### config.mk
export PLATFORM = sky130hd
export DESIGN_NAME = rsc_reset_source_controller
export DESIGN_NICKNAME = d
export VERILOG_FILES = /design/src/rtl/rsc_pkg.sv /design/src/rtl/rsc_reset_source_controller.sv
export SDC_FILE = /design/constraint.sdc
export NUM_CORES = 1
export LEC_CHECK = 0
export ABC_AREA = 1
export BUFFER_PORTS_ARGS = -buffer_cell sky130_fd_sc_hd__buf_2
export CAP_MARGIN = 20
export CORE_MARGIN = 1
export CORE_UTILIZATION = 53
export DETAILED_ROUTE_END_ITERATION = 8
export GPL_TIMING_DRIVEN = 0
export PLACE_DENSITY = 0.89
export SLEW_MARGIN = 25
export SYNTH_ARGS = -nofsm -noshare
export SYNTH_HDL_FRONTEND = slang
export SYNTH_SLANG_ARGS = --single-unit
export TNS_END_PERCENT = 1
### constraint.sdc
create_clock -name clk -period 3.4 [get_ports clk]
set_clock_uncertainty 0.05 [all_clocks]
set_input_delay 0.17 -clock clk [delete_from_list [all_inputs] [get_ports clk]]
set_output_delay 0.17 -clock clk [all_outputs]
set_load 0.02 [all_outputs]
### src/rtl/rsc_pkg.sv
// Constants, register map and state types of the reset source controller.
// Assumes a 50 MHz system clock and a 32-bit classic Wishbone register bus.
package rsc_pkg;

   // ****************************************************************
   // Timing.
   // ****************************************************************
   localparam int CLK_HZ             = 50_000_000;
   localparam int SUPPLY_TIMEOUT_MS  = 100;
   localparam int SUPPLY_TIMEOUT_CYC =
      int'((64'(SUPPLY_TIMEOUT_MS) * 64'(CLK_HZ) + 64'd999) / 64'd1000);
   localparam int PIN_HOLD_CYC       = 12;

   // ****************************************************************
   // Register offsets and fields.
   // ****************************************************************
   localparam logic [3:0] OFS_CAUSE  = 4'h0;
   localparam logic [3:0] OFS_IRQ_ST = 4'h4;
   localparam logic [3:0] OFS_IRQ_MK = 4'h8;
   localparam logic [3:0] OFS_STATUS = 4'hc;

   localparam int CAUSE_PIN_BIT = 0;
   localparam int CAUSE_POR_BIT = 1;
   localparam int CAUSE_CLK_BIT = 2;

   localparam int IRQ_PIN_BIT    = 0;
   localparam int IRQ_SUPPLY_BIT = 1;
   localparam int IRQ_CLK_BIT    = 2;
   localparam int IRQ_RUN_BIT    = 3;
   localparam int IRQ_W          = 4;

   // ****************************************************************
   // Values after reset.
   // ****************************************************************
   localparam logic [15:0] RESET_VECTOR     = 16'h0000;
   localparam logic [7:0]  PORT_LATCH_RST   = 8'hff;
   localparam logic [7:0]  STACK_PTR_RST    = 8'h07;
   localparam logic [2:0]  WDT_INTERVAL_RST = 3'h7;
   localparam logic        CLK_SRC_INTERNAL = 1'h0;
   localparam logic [1:0]  OSC_LOWEST       = 2'h0;
   localparam logic [31:0] DATA_ZERO        = 32'h0000_0000;

   typedef enum logic [1:0] {
      ST_HOLD,
      ST_WAIT_CLK,
      ST_RUN
   } rsc_state_e;

   typedef enum logic [1:0] {
      CAUSE_POR,
      CAUSE_PIN,
      CAUSE_CLK
   } rsc_cause_e;

endpackage

### src/rtl/rsc_reset_source_controller.sv
// Reset source controller: collects supply, pin and clock-loss requests.
// Assumes a single 50 MHz clock; srst acts as the power-on event.
//
// Register access over Wishbone and the placing of the registers were decided locally.
`timescale 1ns/10ps
module rsc_reset_source_controller #(
   parameter int N_PORTS            = 8,
   parameter int SUPPLY_TIMEOUT_CYC = rsc_pkg::SUPPLY_TIMEOUT_CYC
) (
   input  wire logic                   clk,
   input  wire logic                   srst,
   input  wire logic                   wb_cyc_i,
   input  wire logic                   wb_stb_i,
   input  wire logic                   wb_we_i,
   input  wire logic [3:0]             wb_adr_i,
   input  wire logic [3:0]             wb_sel_i,
   input  wire logic [31:0]            wb_dat_i,
   output logic      [31:0]            wb_dat_o,
   output logic                        wb_ack_o,
   input  wire logic                   rst_pin_n_i,
   output logic                        rst_pin_o,
   output logic                        rst_pin_oe,
   input  wire logic                   supply_monitor_enable_pin,
   input  wire logic                   supply_low_i,
   input  wire logic                   clock_loss_i,
   input  wire logic                   clk_stable_i,
   output logic                        core_reset_o,
   output logic                        fetch_en_o,
   output logic      [15:0]            fetch_addr_o,
   output logic      [7:0]             stack_ptr_o,
   output logic      [8*N_PORTS-1:0]   port_latch_o,
   output logic                        clk_src_o,
   output logic      [1:0]             osc_setting_o,
   output logic                        wdt_en_o,
   output logic      [2:0]             wdt_interval_o,
   output logic                        irq_o
);

   localparam int CNT_W = $clog2(SUPPLY_TIMEOUT_CYC + 1);

   initial begin
      if (N_PORTS < 1 || SUPPLY_TIMEOUT_CYC < rsc_pkg::PIN_HOLD_CYC) begin
         $error("rsc: unsupported parameter values");
      end
   end

   // ****************************************************************
   // Input synchronisers.
   // ****************************************************************
   logic [1:0] pin_sync_ff;
   logic [1:0] low_sync_ff;
   logic [1:0] loss_sync_ff;

   always_ff @(posedge clk) begin
      if (srst) begin
         pin_sync_ff  <= 2'h3;
         low_sync_ff  <= 2'h0;
         loss_sync_ff <= 2'h0;
      end else begin
         pin_sync_ff  <= {pin_sync_ff[0], rst_pin_n_i};
         low_sync_ff  <= {low_sync_ff[0], supply_low_i};
         loss_sync_ff <= {loss_sync_ff[0], clock_loss_i};
      end
   end

   // ****************************************************************
   // Request decode.
   // ****************************************************************
   rsc_pkg::rsc_state_e state_ff;
   rsc_pkg::rsc_state_e nxt_state;
   rsc_pkg::rsc_cause_e cause_ff;
   rsc_pkg::rsc_cause_e nxt_cause;
   logic [CNT_W-1:0]    cnt_ff;
   logic [CNT_W-1:0]    nxt_cnt;
   logic                monitor_sel_ff;
   logic                loss_en_ff;
   logic [2:0]          drv_hist_ff;
   logic [2:0]          flags_ff;
   logic [2:0]          nxt_flags;

   wire drive_pin = (state_ff == rsc_pkg::ST_HOLD) && (cause_ff == rsc_pkg::CAUSE_POR);
   wire pin_masked = drive_pin | (|drv_hist_ff);
   wire supply_req = low_sync_ff[1] & supply_monitor_enable_pin & monitor_sel_ff;
   wire pin_req = ~pin_sync_ff[1] & ~pin_masked;
   wire loss_req = loss_sync_ff[1] & loss_en_ff;
   wire any_req = supply_req | pin_req | loss_req;
   wire entering = (state_ff != rsc_pkg::ST_HOLD) && any_req;

   wire [CNT_W-1:0] hold_lim = (cause_ff == rsc_pkg::CAUSE_POR) ?
      CNT_W'(SUPPLY_TIMEOUT_CYC - 1) :
      CNT_W'(rsc_pkg::PIN_HOLD_CYC - 1);
   wire hold_done = (state_ff == rsc_pkg::ST_HOLD) && !any_req && (cnt_ff >= hold_lim);

   // ****************************************************************
   // Sequencer.
   // ****************************************************************
   always_comb begin
      nxt_state = state_ff;
      nxt_cause = cause_ff;
      nxt_cnt   = cnt_ff;
      nxt_flags = flags_ff;
      if (supply_req) begin
         nxt_state = rsc_pkg::ST_HOLD;
         nxt_cause = rsc_pkg::CAUSE_POR;
         nxt_cnt   = '0;
      end else if (pin_req && !(state_ff == rsc_pkg::ST_HOLD &&
                                cause_ff == rsc_pkg::CAUSE_POR)) begin
         nxt_state = rsc_pkg::ST_HOLD;
         nxt_cause = rsc_pkg::CAUSE_PIN;
         nxt_cnt   = '0;
      end else if (loss_req && state_ff != rsc_pkg::ST_HOLD) begin
         nxt_state = rsc_pkg::ST_HOLD;
         nxt_cause = rsc_pkg::CAUSE_CLK;
         nxt_cnt   = '0;
      end else if (loss_req) begin
         nxt_cnt = '0;
      end else begin
         case (state_ff)
            rsc_pkg::ST_HOLD: begin
               if (hold_done) begin
                  nxt_state = rsc_pkg::ST_WAIT_CLK;
                  nxt_flags = '0;
                  nxt_flags[rsc_pkg::CAUSE_POR_BIT] =
                     (cause_ff == rsc_pkg::CAUSE_POR);
                  nxt_flags[rsc_pkg::CAUSE_PIN_BIT] =
                     (cause_ff == rsc_pkg::CAUSE_PIN);
                  nxt_flags[rsc_pkg::CAUSE_CLK_BIT] =
                     (cause_ff == rsc_pkg::CAUSE_CLK);
               end else begin
                  nxt_cnt = cnt_ff + CNT_W'(1);
               end
            end
            rsc_pkg::ST_WAIT_CLK: begin
               if (clk_stable_i) begin
                  nxt_state = rsc_pkg::ST_RUN;
               end
            end
            rsc_pkg::ST_RUN: begin
               nxt_state = rsc_pkg::ST_RUN;
            end
            default: begin
               nxt_state = rsc_pkg::ST_HOLD;
               nxt_cause = rsc_pkg::CAUSE_POR;
               nxt_cnt   = '0;
            end
         endcase
      end
   end

   always_ff @(posedge clk) begin
      if (srst) begin
         state_ff    <= rsc_pkg::ST_HOLD;
         cause_ff    <= rsc_pkg::CAUSE_POR;
         cnt_ff      <= '0;
         flags_ff    <= '0;
         drv_hist_ff <= '0;
      end else begin
         state_ff    <= nxt_state;
         cause_ff    <= nxt_cause;
         cnt_ff      <= nxt_cnt;
         flags_ff    <= nxt_flags;
         drv_hist_ff <= {drv_hist_ff[1:0], drive_pin};
      end
   end

   // ****************************************************************
   // Core-facing and reset pin outputs.
   // ****************************************************************
   logic in_reset_ff;

   always_ff @(posedge clk) begin
      if (srst) begin
         in_reset_ff <= 1'b1;
         rst_pin_oe  <= 1'b1;
      end else begin
         in_reset_ff <= (nxt_state == rsc_pkg::ST_HOLD);
         rst_pin_oe  <= (nxt_state == rsc_pkg::ST_HOLD) &&
                        (nxt_cause == rsc_pkg::CAUSE_POR);
      end
   end

   assign rst_pin_o    = 1'b0;
   assign core_reset_o = in_reset_ff;
   assign fetch_en_o   = (state_ff == rsc_pkg::ST_RUN);

   always_ff @(posedge clk) begin
      if (srst || in_reset_ff) begin
         fetch_addr_o   <= rsc_pkg::RESET_VECTOR;
         stack_ptr_o    <= rsc_pkg::STACK_PTR_RST;
         port_latch_o   <= {N_PORTS{rsc_pkg::PORT_LATCH_RST}};
         clk_src_o      <= rsc_pkg::CLK_SRC_INTERNAL;
         osc_setting_o  <= rsc_pkg::OSC_LOWEST;
         wdt_en_o       <= 1'b1;
         wdt_interval_o <= rsc_pkg::WDT_INTERVAL_RST;
      end else begin
         fetch_addr_o   <= fetch_addr_o;
         stack_ptr_o    <= stack_ptr_o;
         port_latch_o   <= port_latch_o;
         clk_src_o      <= clk_src_o;
         osc_setting_o  <= osc_setting_o;
         wdt_en_o       <= wdt_en_o;
         wdt_interval_o <= wdt_interval_o;
      end
   end

   // ****************************************************************
   // Wishbone slave.
   // ****************************************************************
   logic [rsc_pkg::IRQ_W-1:0] irq_st_ff;
   logic [rsc_pkg::IRQ_W-1:0] irq_mk_ff;
   logic [rsc_pkg::IRQ_W-1:0] irq_set;

   wire req      = wb_cyc_i & wb_stb_i & ~wb_ack_o;
   wire wr_lane0 = req & wb_we_i & wb_sel_i[0];
   wire wr_cause = wr_lane0 && (wb_adr_i == rsc_pkg::OFS_CAUSE);
   wire wr_irqst = wr_lane0 && (wb_adr_i == rsc_pkg::OFS_IRQ_ST);
   wire wr_irqmk = wr_lane0 && (wb_adr_i == rsc_pkg::OFS_IRQ_MK);

   wire [31:0] status_word = {28'h000_0000, loss_en_ff, monitor_sel_ff,
                              rst_pin_oe, in_reset_ff};
   wire [31:0] rd_data =
      (wb_adr_i == rsc_pkg::OFS_CAUSE)  ? {29'h0000_0000, flags_ff} :
      (wb_adr_i == rsc_pkg::OFS_IRQ_ST) ? {28'h000_0000, irq_st_ff} :
      (wb_adr_i == rsc_pkg::OFS_IRQ_MK) ? {28'h000_0000, irq_mk_ff} :
      (wb_adr_i == rsc_pkg::OFS_STATUS) ? status_word :
      rsc_pkg::DATA_ZERO;

   always_ff @(posedge clk) begin
      if (srst) begin
         wb_ack_o <= 1'b0;
         wb_dat_o <= rsc_pkg::DATA_ZERO;
      end else begin
         wb_ack_o <= req;
         wb_dat_o <= (req && !wb_we_i) ? rd_data : rsc_pkg::DATA_ZERO;
      end
   end

   always_ff @(posedge clk) begin
      if (srst || entering) begin
         monitor_sel_ff <= 1'b1;
         loss_en_ff     <= 1'b0;
      end else if (wr_cause) begin
         monitor_sel_ff <= wb_dat_i[rsc_pkg::CAUSE_POR_BIT];
         loss_en_ff     <= wb_dat_i[rsc_pkg::CAUSE_CLK_BIT];
      end else begin
         monitor_sel_ff <= monitor_sel_ff;
         loss_en_ff     <= loss_en_ff;
      end
   end

   // ****************************************************************
   // Interrupt status and mask.
   // ****************************************************************
   always_comb begin
      irq_set = '0;
      irq_set[rsc_pkg::IRQ_PIN_BIT]    = pin_req && !(state_ff == rsc_pkg::ST_HOLD &&
                                          cause_ff == rsc_pkg::CAUSE_PIN);
      irq_set[rsc_pkg::IRQ_SUPPLY_BIT] = supply_req && !(state_ff == rsc_pkg::ST_HOLD &&
                                          cause_ff == rsc_pkg::CAUSE_POR);
      irq_set[rsc_pkg::IRQ_CLK_BIT]    = loss_req && (state_ff != rsc_pkg::ST_HOLD);
      irq_set[rsc_pkg::IRQ_RUN_BIT]    = (state_ff == rsc_pkg::ST_WAIT_CLK) &&
                                         (nxt_state == rsc_pkg::ST_RUN);
   end

   always_ff @(posedge clk) begin
      if (srst) begin
         irq_st_ff <= '0;
         irq_mk_ff <= '0;
      end else begin
         irq_st_ff <= irq_set |
                      (irq_st_ff & ~(wr_irqst ? wb_dat_i[rsc_pkg::IRQ_W-1:0] : '0));
         irq_mk_ff <= wr_irqmk ? wb_dat_i[rsc_pkg::IRQ_W-1:0] : irq_mk_ff;
      end
   end

   assign irq_o = |(irq_st_ff & irq_mk_ff);

endmodule

==> flow_metrics.py, run 1 <==
metrics = {
    "outcome": {
        "status": "completed",
    },
    "logic_synthesis": {
        "ys.warnings.count": 0,
        "ys_ff_latch": 56,
        "synth_top_area_share": 0.260,
        "syn_avg_cell_area_um2": 6.90,
        "yosys.area.top_type": "dfxtp_1",
        "yosysUniqueCellTypes": 37,
        "yosysSeqAreaShare": 0.260,
        "syn_area_um2": 4320,
        "synth_cells": 626,
        "synth.area.top_cells": "dfxtp_1 (26%), buf_4 (22%), nand2_1 (11%)",
    },
    "grt": {
        "antenna_found_initial": 0,
        "grt_pass1_vias": 3391,
        "grt_pass1_wl_um": 15200,
        "track_usage": 0.220,
        "grt_remaining_overflow": 0,
        "grt_max_degree": 20,
    },
    "clock_network": {
        "cts-resized-gates": 0,
        "cts_max_path_buffers": 2,
        "clk_pin_slew_ps": 120,
        "cts_root_buffer": "clkbuf_8",
        "clk_latency_ps": 320,
        "cts_tree": "yes",
        "clock-sinks": 56,
        "numCtsBuffers": 5,
        "h-tree-depth": 2,
        "postCtsSetupBuffers": 0,
        "hold_buffers": 1,
    },
    "place": {
        "port_buffers": 27,
        "globalplace.congestion": 0.962,
        "post-dp-hpwl_um": 7510,
    },
    "power_and_ir_drop": {
        "p_leak_nw": 2.58,
        "p_switching_w": 0.000438,
        "swShare": 0.318,
        "report.power.total_w": 0.00138,
        "cellPowerDensity_nw_per_um2": 267,
        "power_frac_clock": 0.291,
        "p_seq_frac": 0.489,
        "combPwrFrac": 0.221,
        "internal_power_w": 0.000938,
        "max-vdd-ir-drop_mv": 0.197,
    },
    "route": {
        "antenna_left": 0,
        "routed_via_density": 4.46,
        "avgRoutedWirePerCell_um": 10.7,
        "post-route-drc-count": 0,
        "wl_um": 9490,
        "firstDrtPassIters": 5,
        "drt_first_iter_violations": 199,
        "num_vias": 3955,
    },
    "timing": {
        "setup_viol": 0,
        "max_slew_margin": 0.593,
        "final-max-slew-violation-count": 0,
        "fin_crit_sh": 0.766,
        "period_needed_ps": 2600,
        "hold_viol_final": 0,
        "tns_ps": 0,
        "max_freq_mhz": 384,
        "rsz0062_at_grt": "no",
        "tightest_slew_ps": 611,
    },
    "die": {
        "fp.dieH_um": 92.3,
        "num_rows": 32,
        "die_x_um": 92.3,
        "die-area_um2": 8510,
        "ios": 183,
        "core_um2": 7810,
        "start_util": 0.553,
    },
    "worst_hold_path": {
        "hp-class": "input port to flip-flop",
    },
    "setup_path": {
        "worstPathArrival_ps": 2820,
        "worst_path_largest_cell_delay_ps": 390,
        "cp.required_ps": 3620,
        "path_cells": "nor2_2, inv_1, ha_1, a21oi_1, o21ai_0, a21oi_2, nand4_4, nand2_4, nand2_8, inv_4, buf_6, nand3_1, a21oi_2",
        "cp_common_cell": "a21oi_2",
        "criticalPathCategory": "flip-flop to flip-flop",
        "cpMaxStageDelayCell": "ha_1",
        "worstPathMaxFanout": 10,
        "startpoint_type": "flip-flop",
        "path_buf_inv": 3,
        "critPathCaptureType": "flip-flop",
        "critPathTopFamily": "simple AND/OR/NAND/NOR gates",
    },
    "final_layout": {
        "nets": 848,
        "area_growth_pct": 19.1,
        "num_antenna_cells": 0,
        "drive_above_1_share": 0.253,
    },
    "job": {
        "drv_cap": 0,
    },
}
==> sequential cells by signal (all words and copies together), names as in the netlist, 3 cells and up <==
| signal | count |
|---|---|
| cnt_ff | 23 |
| drv_hist_ff | 3 |
| flags_ff | 3 |
| irq_mk_ff | 4 |
| irq_st_ff | 4 |
| wb_dat_o | 4 |
==> cells by family after synthesis <==
family	count (synthesis)	share of synthesized area
adders and majority gates	15	0.0435
DFF	56	0.260
other	2	0.00174
buffers and inverters	203	0.298
AOI/OAI and AO/OA	65	0.0921
xor gates and xnor gates	18	0.0365
and+or+nand+nor	267	0.269
==> power by group through the flow <==
stage	Combinational [W]	Sequential [W]	Clock, W
after floorplan	0.000269	0.000686	0
after global placement	0.000292	0.000687	0
after detailed placement	0.000294	0.000687	0
after CTS	0.000296	0.000672	0.000406
after global routing	0.000326	0.000674	0.000431
final	0.000303	0.000672	0.000400
==> layer usage <==
metal,global-route usage,part of all wire
met5,0,0
met1,0.275,0.43
met2,0.389,0.49
met4,0.0508,0.0087
met3,0.0381,0.070
==> per-stage QoR <==
step           worst slack, ps   util  hold WS, ps  cells  area [um^2]
5_1_grt                    606  0.659         7.15    886         5150
3_5_place_dp               824  0.646          320    877         5040
3_3_place_gp               898  0.646          318    877         5040
6_report                   796  0.659         13.2    886         5150
4_1_cts                    788  0.659        0.319    886         5150
2_1_floorplan             1240      -          208    748         4780
==> cells in the mapped netlist <==
library cell / count
xor2_1: 16
nand4_1: 7
buf_4: 127
nor2_2: 4
buf_2: 1
dfxtp_1: 56
a211oi_1: 1
a41oi_1: 2
nor2_4: 2
or2_2: 3
o21bai_1: 1
inv_1: 63
o21ai_0: 15
xnor2_1: 2
nor3_1: 16
o211ai_1: 3
nand2_1: 127
buf_6: 3
nand3_1: 26
buf_8: 2
nand4_4: 1
inv_4: 1
nand2_4: 1
inv_2: 2
clkinv_1: 1
a21oi_2: 11
nor2_1: 74
ha_1: 15
nand2_8: 1
o2111ai_1: 1
conb_1: 2
nand3b_1: 1
a21oi_1: 29
a221oi_1: 1
nand2_2: 4
clkbuf_1: 3
o221ai_1: 1
==> area by class of cell <==
| type | instances | area, um^2 |
|---|---|---|
| clock inverters | 3 | 27.5 |
| repair buffers | 28 | 145 |
| fillers | 693 | 2660 |
| clock buffers | 5 | 68.8 |
| multi-input cells | 489 | 2370 |
| inverters | 67 | 254 |
| well taps | 102 | 128 |
| plain buffers | 136 | 1030 |
| flip-flops and latches | 56 | 1120 |
==> cells in the final DEF, fill, tap and decap left out, types with 3 or more instances in the layout <==
cell type  instances
nand2_1          127
buf_4            127
conb_1           124
nor2_1            74
inv_1             63
dfxtp_1           56
a21oi_1           29
buf_2             28
nand3_1           26
nor3_1            16
xor2_1            16
o21ai_0           15
ha_1              15
a21oi_2           11
nand4_1            7
clkbuf_8           5
nor2_2             4
nand2_2            4
buf_6              3
clkbuf_1           3
or2_2              3
o211ai_1           3
==> path summary, 6_finish.rpt <==
| kind | start | endpoint | slack [ps] | depth (start not counted) |
|---|---|---|---|---|
| hold / removal | supply_low_i | low_sync_ff[0] | 10 | 3 |
| setup reg to reg | cause_ff[1] | cnt_ff[1] | 800 | 13 |
| hold reg to reg | low_sync_ff[0] | low_sync_ff[1] | 350 | 2 |
| setup / recovery | cause_ff[1] | cnt_ff[1] | 800 | 13 |
==> worst register-to-register path, cell delays in order, from the launching register on <==
cell and delay, ps:
dfxtp_1 360, nor2_2 170, inv_1 230, ha_1 400, a21oi_1 140, o21ai_0 120, a21oi_2 190, nand4_4 180
nand2_4 160, nand2_8 90, inv_4 80, buf_6 150, nand3_1 110, a21oi_2 130
No activity file was read; power rests on OpenSTA's default activity.
==> run 2: changes to the inputs <==
CORE_UTILIZATION = 44   (was 53)
PLACE_DENSITY = 0.79   (was 0.89)
clock period = 2.3 ns   (was 3.4 ns; I/O delays follow)
==> run 2 against run 1 <==
Effect of this change: largest power group unchanged; power increased by 49%; non-clock buffer count grew 11; hold slack worse by 1.6 ps; via count decreased by 0.30%; clock power rose by 49%; critical path type unchanged; critical path depth increased by 4; the run now ends with setup timing left; utilization shrank 8.2 points; routed wire length is 0.58% higher; combinational power rose by 50%; final cell count up 4.3%.
==> flow_metrics.py, run 2 (synthesis gave the netlist of run 1 again) <==
metrics = {
    "timing": {
        "period_needed_ps": 2440,
        "setup_ws_ps": -137,
        "rsz0062_at_grt": "yes",
        "max_freq_mhz": 410,
        "hold_viol_final": 0,
        "fin_crit_sh": 1.06,
        "final-max-slew-violation-count": 0,
        "whs_ps": 11.5,
        "setup_viol": 26,
        "max_slew_margin": 0.645,
        "tightest_slew_ps": 533,
    },
    "grt": {
        "antenna_found_initial": 0,
        "grt_remaining_overflow": 0,
        "grt_pass1_vias": 3384,
        "track_usage": 0.190,
        "grt_max_degree": 21,
        "grt_pass1_wl_um": 15500,
    },
    "worst_hold_path": {
        "hp-class": "input port to flip-flop",
    },
    "final_layout": {
        "stdcell_area_um2": 5410,
        "fill_cells": 904,
        "final_common_cell": "buf_4",
        "area_growth_pct": 25.2,
        "most-common-layout-cells": "buf_4 (133), nand2_1 (124), conb_1 (124), nor2_1 (71), inv_1 (62)",
        "nets": 859,
        "fin_cells": 924,
        "largest-register": "cnt_ff",
        "num_antenna_cells": 0,
        "largest_reg_flops": 23,
        "drive_above_1_share": 0.286,
    },
    "clock_network": {
        "h-tree-depth": 2,
        "cts_max_path_buffers": 2,
        "cts_tree": "yes",
        "clock-sinks": 56,
        "numCtsBuffers": 5,
        "cts_root_buffer": "clkbuf_8",
        "clk_latency_ps": 320,
        "clk_pin_slew_ps": 110,
    },
    "route": {
        "routed_via_density": 4.27,
        "drt_first_iter_violations": 262,
        "avgRoutedWirePerCell_um": 10.3,
        "wl_um": 9550,
        "antenna_left": 0,
        "post-route-drc-count": 0,
        "num_vias": 3943,
        "firstDrtPassIters": 5,
    },
    "place": {
        "globalplace.congestion": 0.920,
        "placed_area_um2": 5070,
        "post-dp-hpwl_um": 7380,
        "port_buffers": 27,
        "dp_worst_setup_slack_ps": -322,
        "placed_cells": 904,
    },
    "setup_path": {
        "path_buf_inv": 5,
        "reg2reg_slack_ps": -140,
        "critPathCaptureType": "flip-flop",
        "startpoint_type": "flip-flop",
        "critPathTopFamily": "simple AND/OR/NAND/NOR gates",
        "worst_path_largest_cell_delay_ps": 350,
        "worstPathMaxFanout": 10,
        "cp_common_cell": "nand2_1",
        "criticalPathCategory": "flip-flop to flip-flop",
        "cp.required_ps": 2480,
        "cpMaxStageDelayCell": "dfxtp_2",
        "path_cells": "nor2_4, clkinvlp_4, buf_6, buf_4, ha_4, nand2_1, nor2_2, nand2_1, nor2_1, nand2_2, nand4_4, nand2_4, nand2_8, inv_6, buf_8, nand3_1, a21oi_2",
        "worstPathArrival_ps": 2610,
    },
    "die": {
        "die-area_um2": 10200,
        "num_rows": 35,
        "start_util": 0.461,
        "core_um2": 9370,
        "ios": 183,
        "fp.dieH_um": 101,
        "die_x_um": 101,
    },
    "power_and_ir_drop": {
        "report.power.total_w": 0.00205,
        "max-vdd-ir-drop_mv": 0.256,
        "cellPowerDensity_nw_per_um2": 378,
        "p_leak_nw": 2.62,
    },
    "outcome": {
        "status": "finished with violations",
        "violations": "setup timing",
    },
    "job": {
        "drv_cap": 0,
    },
}
## run 2: cell types whose count changed in the layout (fill, tap and decap cells not counted), sizes merged
| cell | before | now |
|---|---|---|
| buf | 160 | 167 |
| clkinv | 2 | 0 |
| clkinvlp | 1 | 2 |
| dlygate4sd3 | 1 | 5 |
| inv | 67 | 68 |
## run 2: power by group
part           switching [W]  internal (W)  total [W]
clock               0.000367      0.000231   0.000598
sequential         0.0000113      0.000983   0.000994
combinational       0.000270      0.000183   0.000453
## run 2: worst paths after layout
check	start	depth (start not counted)	end
min	wb_dat_i[1]	3	irq_mk_ff[1]
max reg2reg	cause_ff[0]	17	cnt_ff[15]
min reg2reg	low_sync_ff[0]	2	low_sync_ff[1]
max	cause_ff[0]	17	cnt_ff[15]
## run 2: per-layer routing
| layer | routed length [um] | share of wire | global-route usage |
|---|---|---|---|
| met5 | 0 | 0 | 0 |
| met4 | 252 | 0.026 | 0.0658 |
| met3 | 763 | 0.080 | 0.0374 |
| met2 | 4430 | 0.46 | 0.318 |
| met1 | 4100 | 0.43 | 0.242 |
## run 2: what timing repair did
item / in CTS / in global routing
hold buffers: 4 / 1
pin swaps: 3 / 6
resized for setup: 18 / 9
setup endpoints to repair: 31 / 33
buffers inserted: 7 / 0
hold endpoints to repair: 4 / 1
## run 2: worst min-delay path: cells and delay by family
family / cells / cell delay [ps]
AO/OA/AOI/OAI: 1 / 110
buffers and inverters: 2 / 120
## run 2: stage by stage
stage               TNS, ps  utilization
floorplan                 0            -
global placement      -4550        0.541
detailed placement    -7090        0.541
CTS                   -1290        0.571
global route          -6790        0.577
finish                -2360        0.577
## run 2: area by class of cell
type / count / area, um^2 / area share
Multi-Input combinational cell: 489 / 2480 / 0.459
Sequential cell: 56 / 1120 / 0.208
Buffer: 136 / 1040 / 0.192
Inverter: 67 / 264 / 0.0488
Timing Repair Buffer: 39 / 241 / 0.0447
Tap cell: 129 / 161 / 0.0299
Clock buffer: 5 / 68.8 / 0.0127
Clock inverter: 3 / 28.8 / 0.00532
==> run 3: changes to the inputs <==
ABC_AREA = not set   (was 1)
CORE_UTILIZATION = 43   (was 44)
PLACE_DENSITY = 0.8   (was 0.79)
==> run 3 against run 2 <==
Effect of this change: the run still ends with setup timing left; synthesized area shrank 12%; synthesized cell count shrank 26%; sequential power is essentially flat; routed wire length shrank 12%; global-route usage shrank 1.7 points; hold slack lost 7.8 ps; critical path depth shrank 6; final cell count shrank 21%; flip-flop and latch count is the same; critical path type unchanged; critical endpoint is now irq_st_ff[3]; highest routed layer unchanged.
==> flow_metrics.py, run 3 <==
metrics = {
    "clock_network": {
        "cts_max_path_buffers": 2,
        "cts_tree": "yes",
        "clk_latency_ps": 320,
        "h-tree-depth": 2,
        "clk_pin_slew_ps": 100,
        "clock-sinks": 56,
        "numCtsBuffers": 5,
        "cts_root_buffer": "clkbuf_8",
    },
    "logic_synthesis": {
        "syn_area_um2": 3820,
        "synth_cells": 461,
        "yosysUniqueCellTypes": 50,
        "ys_ff_latch": 56,
        "yosysSeqAreaShare": 0.294,
        "syn_avg_cell_area_um2": 8.28,
        "synth.area.top_cells": "dfxtp_1 (29%), buf_4 (25%), ha_1 (4.9%)",
        "synth-edff-count": 0,
        "ys.warnings.count": 0,
        "synth_flop_cell": "dfxtp_1",
        "yosysMostFrequentCell": "buf_4",
        "async_flop_share": 0,
        "synth_top_area_share": 0.294,
        "synth_commonest_cells": "buf_4 (125), dfxtp_1 (56), nand2_1 (31), a21oi_1 (30), nor2_1 (29)",
        "yosys.area.top_type": "dfxtp_1",
    },
    "setup_path": {
        "worst_path_largest_cell_delay_ps": 370,
        "startpoint_type": "flip-flop",
        "reg2reg_to": "irq_st_ff[3]",
        "cp.required_ps": 2460,
        "path_cells": "nor2_4, inv_6, ha_4, nand3_2, nor4b_4, nand3_2, buf_4, a31o_2, clkbuf_8, and2_4, a31o_2",
        "worstSetupStartpoint": "cause_ff[1]",
        "cp-endpoint": "irq_st_ff[3]",
        "worstPathMaxFanout": 11,
        "criticalPathCategory": "flip-flop to flip-flop",
        "ff2ff_path_depth": 11,
        "rr_startpoint": "cause_ff[1]",
        "worstPathArrival_ps": 2750,
        "cpMaxStageDelayCell": "dfxtp_2",
        "critPathCaptureType": "flip-flop",
        "reg2reg_slack_ps": -280,
    },
    "power_and_ir_drop": {
        "cellPowerDensity_nw_per_um2": 407,
        "p_leak_nw": 2.25,
        "max-vdd-ir-drop_mv": 0.251,
    },
    "final_layout": {
        "largest_reg_flops": 23,
        "most-common-layout-cells": "buf_4 (131), conb_1 (124), dfxtp_1 (53), nand2_1 (30), nor2_1 (28)",
        "num_antenna_cells": 0,
        "nets": 688,
        "area_growth_pct": 27.9,
        "fill_cells": 788,
        "largest-register": "cnt_ff",
        "multi_input_area_um2": 2260,
        "drive_above_1_share": 0.327,
        "ff_latch_area_um2": 1120,
        "stdcell_area_um2": 4880,
        "final_common_cell": "buf_4",
    },
    "timing": {
        "tightest_slew_ps": 730,
        "max_freq_mhz": 387,
        "setup_viol": 30,
        "fin_crit_sh": 1.12,
        "final-max-slew-violation-count": 0,
        "hold_viol_final": 0,
        "period_needed_ps": 2580,
        "max_slew_margin": 0.509,
        "setup_ws_ps": -282,
        "rsz0062_at_grt": "yes",
    },
    "place": {
        "port_buffers": 25,
        "globalplace.congestion": 0.877,
        "dp_worst_setup_slack_ps": -372,
        "post-dp-hpwl_um": 6340,
        "placed_area_um2": 4670,
    },
    "route": {
        "drt_first_iter_violations": 224,
        "routed_via_density": 4.67,
        "post-route-drc-count": 0,
        "num_vias": 3418,
        "antenna_left": 0,
        "avgRoutedWirePerCell_um": 11.5,
        "firstDrtPassIters": 4,
        "wl_um": 8400,
    },
    "grt": {
        "grt_pass1_wl_um": 12700,
        "grt_remaining_overflow": 0,
        "antenna_found_initial": 0,
        "track_usage": 0.172,
        "grt_pass1_vias": 2924,
        "grt_max_degree": 18,
    },
    "die": {
        "core_um2": 8680,
        "start_util": 0.440,
        "die_x_um": 96.2,
        "num_rows": 34,
        "ios": 183,
        "fp.dieH_um": 96.2,
        "die-area_um2": 9260,
    },
    "outcome": {
        "violations": "setup timing",
        "status": "finished with violations",
    },
    "worst_hold_path": {
        "hp-class": "input port to flip-flop",
    },
    "job": {
        "drv_cap": 0,
    },
}
-- run 3: final cells by class --
class                           instances  area share
Clock inverter                          2     0.00333
Multi-Input combinational cell        377       0.462
Buffer                                139       0.212
Sequential cell                        56       0.230
Tap cell                              108      0.0277
Clock buffer                            6      0.0149
Timing Repair Buffer                   33      0.0395
Inverter                               11     0.00948
-- run 3: per-layer routing --
metal	vias up	GRT usage	routed length [um]
met5	-	0	0
met1	1542	0.201	3390
met3	15	0.0205	569
met2	150	0.317	4310
met4	0	0.0697	143
li1	1711	-	-
-- run 3: cells by family (layout without fill, tap and decap cells) --
kind of cell / Yosys count / count (layout) / synth area share
compound gates: 85 / 85 / 0.147
flops: 56 / 56 / 0.294
other cells: 2 / 124 / 0.00197
fa+ha+maj: 15 / 15 / 0.0492
buf+inv: 150 / 191 / 0.271
simple gates: 139 / 139 / 0.200
mux: 14 / 14 / 0.0370
-- run 3: per-stage QoR --
step / std cells / power [W] / hold WS, ps / setup TNS [ps] / utilization
after floorplan: 583 / 0.00141 / 169 / 0 / -
after global placement: 716 / 0.00144 / 258 / -5480 / 0.538
after detailed placement: 716 / 0.00144 / 260 / -7600 / 0.538
after CTS: 732 / 0.00199 / 5.64 / -5040 / 0.561
after global routing: 732 / 0.00207 / 27.9 / -9460 / 0.563
final: 732 / 0.00199 / 3.76 / -5320 / 0.563
-- run 3: worst min-delay path by stage --
stage / to / startpoint / depth (start not counted) / slack [ps]
global placement: pin_sync_ff[0] / rst_pin_n_i / 2 / 260
CTS: monitor_sel_ff / wb_dat_i[1] / 3 / 6
detailed placement: pin_sync_ff[0] / rst_pin_n_i / 2 / 260
global route: monitor_sel_ff / wb_dat_i[1] / 3 / 30
floorplan: pin_sync_ff[0] / rst_pin_n_i / 1 / 170
finish: monitor_sel_ff / wb_dat_i[1] / 3 / 4
-- run 3: timing repair --
action | 4_1_cts | 5_1_grt
resized for setup | 12 | 5
setup endpoints to repair | 30 | 31
hold buffers | 3 | 0
pin swaps | 5 | 2
setup buffers | 5 | 0
hold endpoints to repair | 3 | 0
-- run 3: power breakdown --
part	internal (W)	leakage, nW	switching (W)	total (W)
logic	0.000183	1.75	0.000264	0.000446
registers	0.000983	0.456	0.00000927	0.000992
clock network	0.000218	0.0414	0.000333	0.000550
total	0.00138	2.25	0.000606	0.00199
-- run 3: worst max-delay path: cells and delay by family (launching register included) --
kind            cells  cell delay (ps)
simple gates        5              870
buf+inv             3              450
compound gates      2              440
flops               1              370
fa+ha+maj           1              300
